===== config.mk =====
export PLATFORM = sky130hd
export DESIGN_NAME = cips_sequencer
export DESIGN_NICKNAME = d
export VERILOG_FILES = /design/src/verilog/cips_pkg.sv /design/src/verilog/cips_sequencer.sv
export SDC_FILE = /design/constraint.sdc
export NUM_CORES = 1
export LEC_CHECK = 0
export BUFFER_PORTS_ARGS = -buffer_cell sky130_fd_sc_hd__buf_4
export CORE_MARGIN = 2
export CORE_UTILIZATION = 38
export DETAILED_ROUTE_END_ITERATION = 10
export PLACE_DENSITY_LB_ADDON = 0.05
export SETUP_SLACK_MARGIN = 0.2
export SYNTH_ARGS = -nofsm -noshare
export SYNTH_HDL_FRONTEND = slang
export SYNTH_SLANG_ARGS = --single-unit

===== constraint.sdc =====
create_clock -name sys_clk -period 2.25 [get_ports sys_clk]
set_clock_uncertainty 0.05 [all_clocks]
set_input_delay 0.225 -clock sys_clk [delete_from_list [all_inputs] [get_ports sys_clk]]
set_output_delay 0.225 -clock sys_clk [all_outputs]
set_load 0.01 [all_outputs]

===== src/verilog/cips_pkg.sv =====
package cips_pkg;

    localparam int unsigned CLK_PERIOD_PS       = 4000;
    localparam int unsigned FAST_PARK_TIME_NS   = 32000;
    localparam int unsigned NORMAL_PARK_TIME_US = 20000;

    // fast park must be complete inside the 32 us window; half of it is used for margin
    localparam int unsigned FAST_PARK_CYCLES    = (FAST_PARK_TIME_NS * 1000 / CLK_PERIOD_PS) / 2;
    // parked shows two edges after the request is seen, so those edges come off the count
    localparam int unsigned PARK_FLAG_LATENCY   = 2;
    // longest time, rounded down
    localparam int unsigned NORMAL_PARK_CYCLES  = (NORMAL_PARK_TIME_US / 1000) * (1000000000 / CLK_PERIOD_PS)
                                                - PARK_FLAG_LATENCY;

    localparam int unsigned GPIO_WIDTH          = 20;
    localparam int unsigned CNT_WIDTH           = 24;

    typedef enum logic [2:0] {
        CIPS_PLL_WAIT,
        CIPS_CFG_LOAD,
        CIPS_RUN,
        CIPS_NORMAL_PARK,
        CIPS_FAST_PARK,
        CIPS_PARKED
    } cips_state_e;

endpackage


===== src/verilog/cips_sequencer.sv =====
`timescale 1ns/1ps
`default_nettype none

module cips_sequencer
    import cips_pkg::*;
#(
    parameter int unsigned FAST_PARK_LEN   = FAST_PARK_CYCLES,
    parameter int unsigned NORMAL_PARK_LEN = NORMAL_PARK_CYCLES
) (
    // clock and reset
    input  wire logic                  sys_clk,
    input  wire logic                  arst_n,
    // power monitor and host requests
    input  wire logic                  early_park_request_n,
    input  wire logic                  projector_power_request,
    // internal pll and flash loader handshakes
    input  wire logic                  pll_locked,
    output logic                       cfg_load_start,
    input  wire logic                  cfg_load_done,
    // mirror park engine
    output logic                       mirror_park_fast,
    output logic                       mirror_park_normal,
    output logic                       mirror_parked,
    // initialization status pin, separate value and enable, driven high and low once out of reset
    output logic                       init_status_out,
    output logic                       init_status_oe,
    // pin enables for flash serial port and gpio
    output logic                       flash_pins_oe,
    output logic [GPIO_WIDTH-1:0]      gpio_oe,
    // outputs forced low in reset
    output logic                       light_source_select_a,
    output logic                       light_source_select_b,
    output logic                       mirror_drive_enable_reset_n
);

    cips_state_e            state_reg;
    logic [CNT_WIDTH-1:0]   park_cnt_reg;
    logic                   load_armed_reg;
    logic                   load_issued_reg;

    // ---------------------------------------------------------------
    // initialization and park sequence
    // ---------------------------------------------------------------
    // the power request is only looked at in run, so a drop during init is ignored
    always_ff @(posedge sys_clk or negedge arst_n) begin
        if (!arst_n) begin
            state_reg <= CIPS_PLL_WAIT;
        end else begin
            unique case (state_reg)
                CIPS_PLL_WAIT: begin
                    if (!early_park_request_n) begin
                        state_reg <= CIPS_FAST_PARK;
                    end else if (pll_locked) begin
                        state_reg <= CIPS_CFG_LOAD;
                    end
                end
                CIPS_CFG_LOAD: begin
                    if (!early_park_request_n) begin
                        state_reg <= CIPS_FAST_PARK;
                    end else if (cfg_load_done) begin
                        state_reg <= CIPS_RUN;
                    end
                end
                CIPS_RUN: begin
                    if (!early_park_request_n) begin
                        state_reg <= CIPS_FAST_PARK;
                    end else if (!projector_power_request) begin
                        state_reg <= CIPS_NORMAL_PARK;
                    end
                end
                CIPS_NORMAL_PARK: begin
                    // fast park overrides when power loss is imminent
                    if (!early_park_request_n) begin
                        state_reg <= CIPS_FAST_PARK;
                    end else if (park_cnt_reg == CNT_WIDTH'(NORMAL_PARK_LEN - 1)) begin
                        state_reg <= CIPS_PARKED;
                    end
                end
                CIPS_FAST_PARK: begin
                    if (park_cnt_reg == CNT_WIDTH'(FAST_PARK_LEN - 1)) begin
                        state_reg <= CIPS_PARKED;
                    end
                end
                CIPS_PARKED: begin
                    state_reg <= CIPS_PARKED;
                end
            endcase
        end
    end

    // park duration counter, cleared when a park phase starts
    always_ff @(posedge sys_clk or negedge arst_n) begin
        if (!arst_n) begin
            park_cnt_reg <= '0;
        end else if ((state_reg == CIPS_NORMAL_PARK || state_reg == CIPS_FAST_PARK)
                     && !(state_reg == CIPS_NORMAL_PARK && !early_park_request_n)) begin
            park_cnt_reg <= park_cnt_reg + CNT_WIDTH'(1);
        end else begin
            park_cnt_reg <= '0;
        end
    end

    // ---------------------------------------------------------------
    // flash configuration load request
    // ---------------------------------------------------------------
    // the request is a single pulse; the issued flag keeps a slow flash
    // from being asked again while its loader is still busy
    always_ff @(posedge sys_clk or negedge arst_n) begin
        if (!arst_n) begin
            load_armed_reg <= 1'b0;
        end else begin
            load_armed_reg <= (state_reg == CIPS_CFG_LOAD) && !load_armed_reg && !load_issued_reg;
        end
    end

    always_ff @(posedge sys_clk or negedge arst_n) begin
        if (!arst_n) begin
            load_issued_reg <= 1'b0;
        end else begin
            load_issued_reg <= (state_reg == CIPS_CFG_LOAD) && (load_issued_reg || load_armed_reg);
        end
    end

    always_ff @(posedge sys_clk or negedge arst_n) begin
        if (!arst_n) begin
            cfg_load_start <= 1'b0;
        end else begin
            cfg_load_start <= load_armed_reg;
        end
    end

    // ---------------------------------------------------------------
    // initialization status pin
    // ---------------------------------------------------------------
    // the enable drops with reset so the board pullup shows busy until
    // the first edge after release, when the block drives busy itself
    always_ff @(posedge sys_clk or negedge arst_n) begin
        if (!arst_n) begin
            init_status_oe <= 1'b0;
        end else begin
            init_status_oe <= 1'b1;
        end
    end

    // states only move forward, so once low the status stays low until reset
    always_ff @(posedge sys_clk or negedge arst_n) begin
        if (!arst_n) begin
            init_status_out <= 1'b0;
        end else begin
            init_status_out <= (state_reg == CIPS_PLL_WAIT)
                            || (state_reg == CIPS_CFG_LOAD);
        end
    end

    // ---------------------------------------------------------------
    // flash serial port and general purpose pin enables
    // ---------------------------------------------------------------
    // clock, data out and both selects share one enable; the selects
    // rely on board pullups while it is low
    always_ff @(posedge sys_clk or negedge arst_n) begin
        if (!arst_n) begin
            flash_pins_oe <= 1'b0;
        end else begin
            flash_pins_oe <= 1'b1;
        end
    end

    // one enable flop per pin keeps each one a plain register output
    for (genvar pin = 0; pin < GPIO_WIDTH; pin++) begin : g_gpio_oe
        always_ff @(posedge sys_clk or negedge arst_n) begin
            if (!arst_n) begin
                gpio_oe[pin] <= 1'b0;
            end else begin
                gpio_oe[pin] <= 1'b1;
            end
        end
    end

    // ---------------------------------------------------------------
    // light source selects and mirror drive enable
    // ---------------------------------------------------------------
    // this block has no light source control, so both selects stay low
    always_ff @(posedge sys_clk or negedge arst_n) begin
        if (!arst_n) begin
            light_source_select_a <= 1'b0;
            light_source_select_b <= 1'b0;
        end else begin
            light_source_select_a <= 1'b0;
            light_source_select_b <= 1'b0;
        end
    end

    // the mirror array is enabled in run only; in a park the mirrors
    // belong to the park engine
    always_ff @(posedge sys_clk or negedge arst_n) begin
        if (!arst_n) begin
            mirror_drive_enable_reset_n <= 1'b0;
        end else begin
            mirror_drive_enable_reset_n <= (state_reg == CIPS_RUN);
        end
    end

    // ---------------------------------------------------------------
    // mirror park engine requests
    // ---------------------------------------------------------------
    always_ff @(posedge sys_clk or negedge arst_n) begin
        if (!arst_n) begin
            mirror_park_fast <= 1'b0;
        end else begin
            mirror_park_fast <= (state_reg == CIPS_FAST_PARK);
        end
    end

    always_ff @(posedge sys_clk or negedge arst_n) begin
        if (!arst_n) begin
            mirror_park_normal <= 1'b0;
        end else begin
            mirror_park_normal <= (state_reg == CIPS_NORMAL_PARK);
        end
    end

    // parked is held until reset so the monitor may cut power any time after
    always_ff @(posedge sys_clk or negedge arst_n) begin
        if (!arst_n) begin
            mirror_parked <= 1'b0;
        end else begin
            mirror_parked <= (state_reg == CIPS_PARKED);
        end
    end

endmodule

`default_nettype wire


==> run_results.csv, run 1 <==
group,metric,value,unit
power_and_ir_drop,power.switching,0.359,mW
timing,grt_setup_unrepaired,"no",
logic_synthesis,synthesized_area_fraction_occupied_by_adder_cells,0.0132,
logic_synthesis,synth_top_cell_by_area,"dfrtp_1",
hold_path,hp-class,"input pin to register",
finish,final_net_count,229,
floorplan,top_level_pins,36,
logic_synthesis,synth.distinct_cells,34,
clock_tree,cts_tree,"yes",
clock_tree,tritoncts_num_sinks,36,
power_and_ir_drop,cellPowerDensity,600,mW/mm2
logic_synthesis,largest_family_of_logic_cells_by_synthesized_area,"simple AND/OR/NAND/NOR gates",
timing,slew_viol_final,0,
timing,max_freq,0.502,GHz
routing,remaining_drc_errors,0,
setup_path,required,2.42,ns
setup_path,critical_path_launch_point_type,"register",
logic_synthesis,synth-edff-count,0,
timing,final.hold.worst_slack,0.106,ns
clock_tree,h-tree-depth,2,
power_and_ir_drop,p_leak,1.01,nW
grt,grt_pass1_wl,6240,um
power_and_ir_drop,share_seq_of_total_power,0.540,
routing,routedWlPerCell,14.2,um
clock_tree,cts_max_path_buffers,2,
routing,viasPerCell,5.24,
grt,grt_usage,0.150,
logic_synthesis,postSynthCellCount,194,
routing,totalWireLength,4100,um
grt,grt_pass1_vias,1369,
timing,final.setup.tns,0,ns
floorplan,initial_core_util,0.398,
logic_synthesis,synth-simple-area-share,0.246,
power_and_ir_drop,power_switching_share,0.267,
grt,initial_antenna_violation_count,0,
routing,antenna_violating_nets_post_route,0,
floorplan,core,0.00475,mm2
clock_tree,cts-root-buf,"clkbuf_8",
logic_synthesis,synthesis.yosys.warnings,0,
placed_design,detailedPlacementHpwl,2670,um
timing,share_of_the_clock_period_used_by_the_worst_path_after_layout,0.886,
power_and_ir_drop,p_total,1.35,mW
finish,finish.cell_count_without_fillers,289,
power_and_ir_drop,part_of_the_power_in_the_clock_network,0.354,
job,cap_viol_max_count,0,
setup_path,worstSetupEndpointType,"register",
timing,period_needed,1.99,ns
power_and_ir_drop,ir_worst_vdd,0.254,mV
logic_synthesis,synthArstFlopShare,1.00,
logic_synthesis,synth_top_area_frac,0.476,
finish,area.growth.synth_to_final,18.4,%
power_and_ir_drop,combinationalPowerShare,0.106,
setup_path,timing.critical_path.mode_cell,"or4_4",
logic_synthesis,synth_xor_xnor_area_share,0.0647,
timing,worstMarginPinSlew,0.560,ns
logic_synthesis,synth_seq_area_share,0.476,
finish,drive_above_1_share,0.284,
setup_path,critical_path_class,"register to register",
finish,filler_cell_count,463,
setup_path,crit_path_max_fanout,7,
grt,grt_max_degree,37,
logic_synthesis,synth_commonest_cells,"36 x dfrtp_1, 23 x buf_4, 23 x nor2_1",
run_status,status,"completed",
logic_synthesis,syn-cell-area,0.00189,mm2
logic_synthesis,netlist_top_cells_area,"dfrtp_1 48%, buf_4 9.1%, nor2_1 4.6%",
power_and_ir_drop,power_report.internal_total,0.988,mW
logic_synthesis,yosys-mux-area-fraction,0,
routing,dr_total_vias,1515,
floorplan,floorplan.die.width,74.6,um
setup_path,critPathSlowestCell,"or4_4",
floorplan,num_rows,25,
clock_tree,tritoncts.num_buffers,5,
timing,count_of_final_hold_check_violations,0,
clock_tree,clk_pin_slew_worst_paths,0.08,ns
clock_tree,clkLatencyLatePin,0.29,ns
routing,initialDrtViolationCount,71,
setup_path,crit_arrival,2.16,ns
logic_synthesis,complex_gate_fraction_of_the_synthesized_area,0.0819,
floorplan,die_height,74.6,um
placed_design,port-buffer-count,33,
setup_path,max_stage_delay,0.61,ns
timing,slew-limit-headroom,0.627,
setup_path,critical_path.cell_chain,"nand4_4 -> or4_4 -> or4_4 -> a21oi_2",
finish,antenna_cells,0,
floorplan,die_area,0.00557,mm2
logic_synthesis,synth.ff_latch_count,36,
timing,finalSetupViolations,0,
logic_synthesis,syn-mean-instance-area,9.76,um2
logic_synthesis,synth_most_common_cell,"dfrtp_1",
routing,detail_route.first_pass.iterations,4,
finish,number_of_flip_flops_in_the_largest_register,24,
grt,grt-ovfl-total,0,
placed_design,place.gp.congestion,0.774,
placed_design,placed_cells_incl_taps,271,
logic_synthesis,synth_ff_type,"dfrtp_1",
## final timing paths
path,startpoint,to,slack [ns],depth (start not counted)
worst max-delay path,park_cnt_reg[10],park_cnt_reg[18],0.26,4
worst min-delay path,early_park_request_n,state_reg[2],0.11,2
worst max register to register,park_cnt_reg[10],park_cnt_reg[18],0.26,4
worst min register to register,load_armed_reg,cfg_load_start,0.35,0
max in group asynchronous,arst_n,park_cnt_reg[18],1.44,2
min in group asynchronous,arst_n,mirror_drive_enable_reset_n,0.38,2
## metal layers
| layer | vias up | GRT usage | routed length, um |
|---|---|---|---|
| li1 | 723 | - | - |
| met2 | 56 | 0.260 | 2110 |
| met3 | 4 | 0.0298 | 264 |
| met4 | 0 | 0.0754 | 30 |
| met5 | - | 0 | 0 |
| met1 | 732 | 0.177 | 1690 |
## worst max-delay path, delay by kind of cell, from the launching register on
| kind | cells | cell delay, ns |
|---|---|---|
| AOI/OAI and AO/OA | 1 | 0.15 |
| DFF | 1 | 0.44 |
| and+or+nand+nor | 3 | 1.28 |
## layout make-up
cell class | instances | area (um2) | share of cell area
Timing Repair Buffer | 45 | 340 | 0.152
Clock inverter | 2 | 10.0 | 0.00446
Clock buffer | 6 | 82.6 | 0.0368
Tap cell | 67 | 83.8 | 0.0374
Sequential cell | 36 | 901 | 0.402
Multi-Input combinational cell | 127 | 803 | 0.358
Inverter | 6 | 22.5 | 0.0100
## cell usage in the layout, fill, tap and decap left out, types with 2 or more instances in the layout
| cell | instances |
|---|---|
| a21oi_1 | 11 |
| conb_1 | 3 |
| or3_2 | 2 |
| nand3_1 | 9 |
| dfrtp_1 | 36 |
| nand4_1 | 5 |
| and4_1 | 3 |
| o31ai_1 | 6 |
| inv_1 | 6 |
| or4_4 | 3 |
| or4_1 | 6 |
| nand4b_1 | 2 |
| xnor2_1 | 9 |
| o21ai_0 | 4 |
| nand2_1 | 9 |
| clkbuf_8 | 6 |
| ha_1 | 2 |
| buf_4 | 44 |
| nor3_1 | 4 |
| clkinv_2 | 2 |
| nor2_1 | 23 |
| xor2_1 | 5 |
| nor4_1 | 8 |
## per-stage QoR
stage / setup slack, ns / cell area [um2] / util
after floorplan: 0.228 / 1900 / -
after global placement: 0.245 / 2060 / 0.433
after detailed placement: 0.160 / 2060 / 0.433
after CTS: 0.205 / 2170 / 0.457
after global routing: 0.198 / 2240 / 0.472
final: 0.257 / 2240 / 0.472
## power by group through the flow
stage / sequential (mW) / combinational, mW / clock [mW]
after floorplan: 0.732 / 0.0982 / 0
after global placement: 0.737 / 0.142 / 0
after detailed placement: 0.739 / 0.143 / 0
after CTS: 0.726 / 0.145 / 0.497
after global routing: 0.731 / 0.161 / 0.523
final: 0.727 / 0.143 / 0.477
## logic make-up (layout without fill, tap and decap cells)
kind of cell               count (synthesis)  count (layout)
buffers and inverters                     33              59
and+or+nand+nor                           81              82
DFF                                       36              36
other                                      2               3
xor gates and xnor gates                  14              14
AOI/OAI and AO/OA                         26              26
adders and majority gates                  2               2
## timing repair
item	in CTS	in global routing
endpoints found under the setup margin	6	7
buffers inserted	2	6
hold buffers	1	0
hold endpoints to repair	36	0
gates resized for setup	0	4
pin swaps	1	2
cloned	0	1
(Power assumes the default switching activity.)
==> run 2: changes to the inputs <==
Settings changed: ABC_AREA set to 0, CORE_ASPECT_RATIO set to 0.75, PLACE_DENSITY_LB_ADDON 0.05 to unset.
==> run 2 against run 1 <==
Setup slack better by 0.0019 ns; via count shrank 0.66%; non-clock buffer count increased by 3; critical path depth unchanged; sequential power about the same; routed wire length is 1.7% higher; critical path type unchanged; critical endpoint is now park_cnt_reg[20]; highest routed layer unchanged.
==> run_results.csv, run 2 (synthesis gave the netlist of run 1 again) <==
group,metric,value,unit
run_status,status,"completed",
placed_design,detailedPlacementHpwl,2790,um
setup_path,timing.rr.end,"park_cnt_reg[20]",
setup_path,endpoint,"park_cnt_reg[20]",
placed_design,detailed_place.area,0.00208,mm2
floorplan,num_rows,22,
floorplan,floorplan.die.width,85.5,um
finish,filler_cell_count,476,
setup_path,regToRegStartpoint,"park_cnt_reg[11]",
setup_path,worstSetupEndpointType,"register",
setup_path,critical_path.startpoint,"park_cnt_reg[11]",
job,cap_viol_max_count,0,
power_and_ir_drop,cellPowerDensity,602,mW/mm2
finish,layout.cells.most_common_list,"47 x buf_4, 33 x dfrtp_1, 23 x nor2_1",
clock_tree,cts-root-buf,"clkbuf_8",
clock_tree,clkLatencyLatePin,0.29,ns
timing,finalSetupViolations,0,
timing,share_of_the_clock_period_used_by_the_worst_path_after_layout,0.885,
setup_path,critical_path_launch_point_type,"register",
finish,layout.core_utilization,0.462,
routing,routedWlPerCell,14.7,um
power_and_ir_drop,p_leak,1.01,nW
setup_path,max_stage_delay,0.61,ns
grt,grt_pass1_wl,6750,um
grt,grt_pass1_vias,1322,
finish,area.growth.synth_to_final,18.2,%
clock_tree,clk_pin_slew_worst_paths,0.07,ns
finish,number_of_flip_flops_in_the_largest_register,24,
clock_tree,cts_tree,"yes",
clock_tree,h-tree-depth,2,
routing,viasPerCell,5.30,
timing,slew-limit-headroom,0.627,
setup_path,critical_path.top_delay_family,"simple AND/OR/NAND/NOR gates",
placed_design,port-buffer-count,33,
timing,max_freq,0.502,GHz
setup_path,crit_path_max_fanout,8,
setup_path,critPathSlowestCell,"or4_4",
timing,final.hold.worst_slack,0.129,ns
routing,initialDrtViolationCount,90,
timing,worstMarginPinSlew,0.560,ns
timing,count_of_final_hold_check_violations,0,
setup_path,critical_path_class,"register to register",
setup_path,setup_slack_reg_to_reg,0.26,ns
timing,slew_viol_final,0,
setup_path,critical_path.cell_chain,"nand4_4 -> or4_4 -> or4_1 -> a21oi_2",
hold_path,hp-class,"input pin to register",
routing,detail_route.first_pass.iterations,4,
setup_path,worst-r2r-cell-count,4,
timing,grt_setup_unrepaired,"no",
power_and_ir_drop,ir_worst_vdd,0.394,mV
timing,final.setup.tns,0,ns
floorplan,initial_core_util,0.391,
setup_path,crit_cells,4,
floorplan,top_level_pins,36,
grt,initial_antenna_violation_count,0,
floorplan,core,0.00484,mm2
routing,remaining_drc_errors,0,
hold_path,holdCritStartpoint,"early_park_request_n",
setup_path,required,2.42,ns
clock_tree,cts_max_path_buffers,2,
finish,antenna_cells,0,
setup_path,crit_arrival,2.16,ns
floorplan,die_height,65.1,um
routing,totalWireLength,4160,um
clock_tree,tritoncts.num_buffers,5,
finish,final_design_area_no_fill,0.00224,mm2
routing,antenna_violating_nets_post_route,0,
finish,drive_above_1_share,0.286,
grt,grt_usage,0.158,
floorplan,die_area,0.00557,mm2
routing,dr_total_vias,1505,
grt,grt_max_degree,37,
timing,period_needed,1.99,ns
hold_path,min_delay_path_depth,2,
finish,final_net_count,231,
setup_path,critPathBufInv,0,
clock_tree,tritoncts_num_sinks,36,
grt,grt-ovfl-total,0,
placed_design,place.gp.congestion,0.818,
finish,layout.cells.most_common,"buf_4",
==> run 2: changes by cell type in the layout (fill, tap and decap cells not counted), sizes merged <==
cell,previous run,this run
buf,44,47
clkbuf,6,8
clkinv,2,0
or4,10,9
==> run 2: per-layer routing <==
metal / up-vias / share of wire / track usage
met5: - / 0 / 0
met1: 729 / 0.51 / 0.236
li1: 722 / - / -
met3: 8 / 0.061 / 0.0452
met2: 46 / 0.41 / 0.222
met4: 0 / 0.012 / 0.0476
==> run 2: worst register-to-register path, cell delays in order, from the launching register on <==
cell and delay [ns]:
dfrtp_1 0.42, nand4_4 0.14, or4_4 0.61, or4_1 0.55, a21oi_2 0.15
==> run 2: through the flow <==
step                      setup slack, ns  power [mW]  instances
after global placement              0.236       0.879        268
after CTS                           0.210        1.37        277
after detailed placement            0.166       0.882        268
after floorplan                     0.228       0.830        195
final                               0.259        1.35        284
after global routing                0.200        1.42        284
==> run 2: power by group <==
part / switching, mW / total (mW) / leakage (nW) / internal [mW]
Combinational: 0.0764 / 0.143 / 0.481 / 0.0665
Clock: 0.229 / 0.479 / 0.0455 / 0.250
Sequential: 0.0496 / 0.726 / 0.480 / 0.677
==> run 2: final cells by class <==
class	count	area (um2)	share of cell area
Sequential cell	36	905	0.404
Timing Repair Buffer	48	363	0.162
Clock buffer	8	90.1	0.0402
Inverter	6	22.5	0.0101
Multi-Input combinational cell	126	783	0.350
Tap cell	60	75.1	0.0335
==> run 2: worst min path at each step <==
stage / slack, ns / to
2_1_floorplan: -0.12 / cfg_load_start
3_3_place_gp: 0.16 / init_status_out
3_5_place_dp: 0.17 / init_status_out
4_1_cts: 0.13 / state_reg[2]
5_1_grt: 0.13 / state_reg[2]
6_report: 0.13 / state_reg[2]
==> run 2: what timing repair did <==
action,in CTS,in global routing
setup buffers,0,7
resized for setup,0,6
hold buffers,1,0
endpoints found under the setup margin,5,6
endpoints found under the hold margin,36,0
pin swaps,1,2
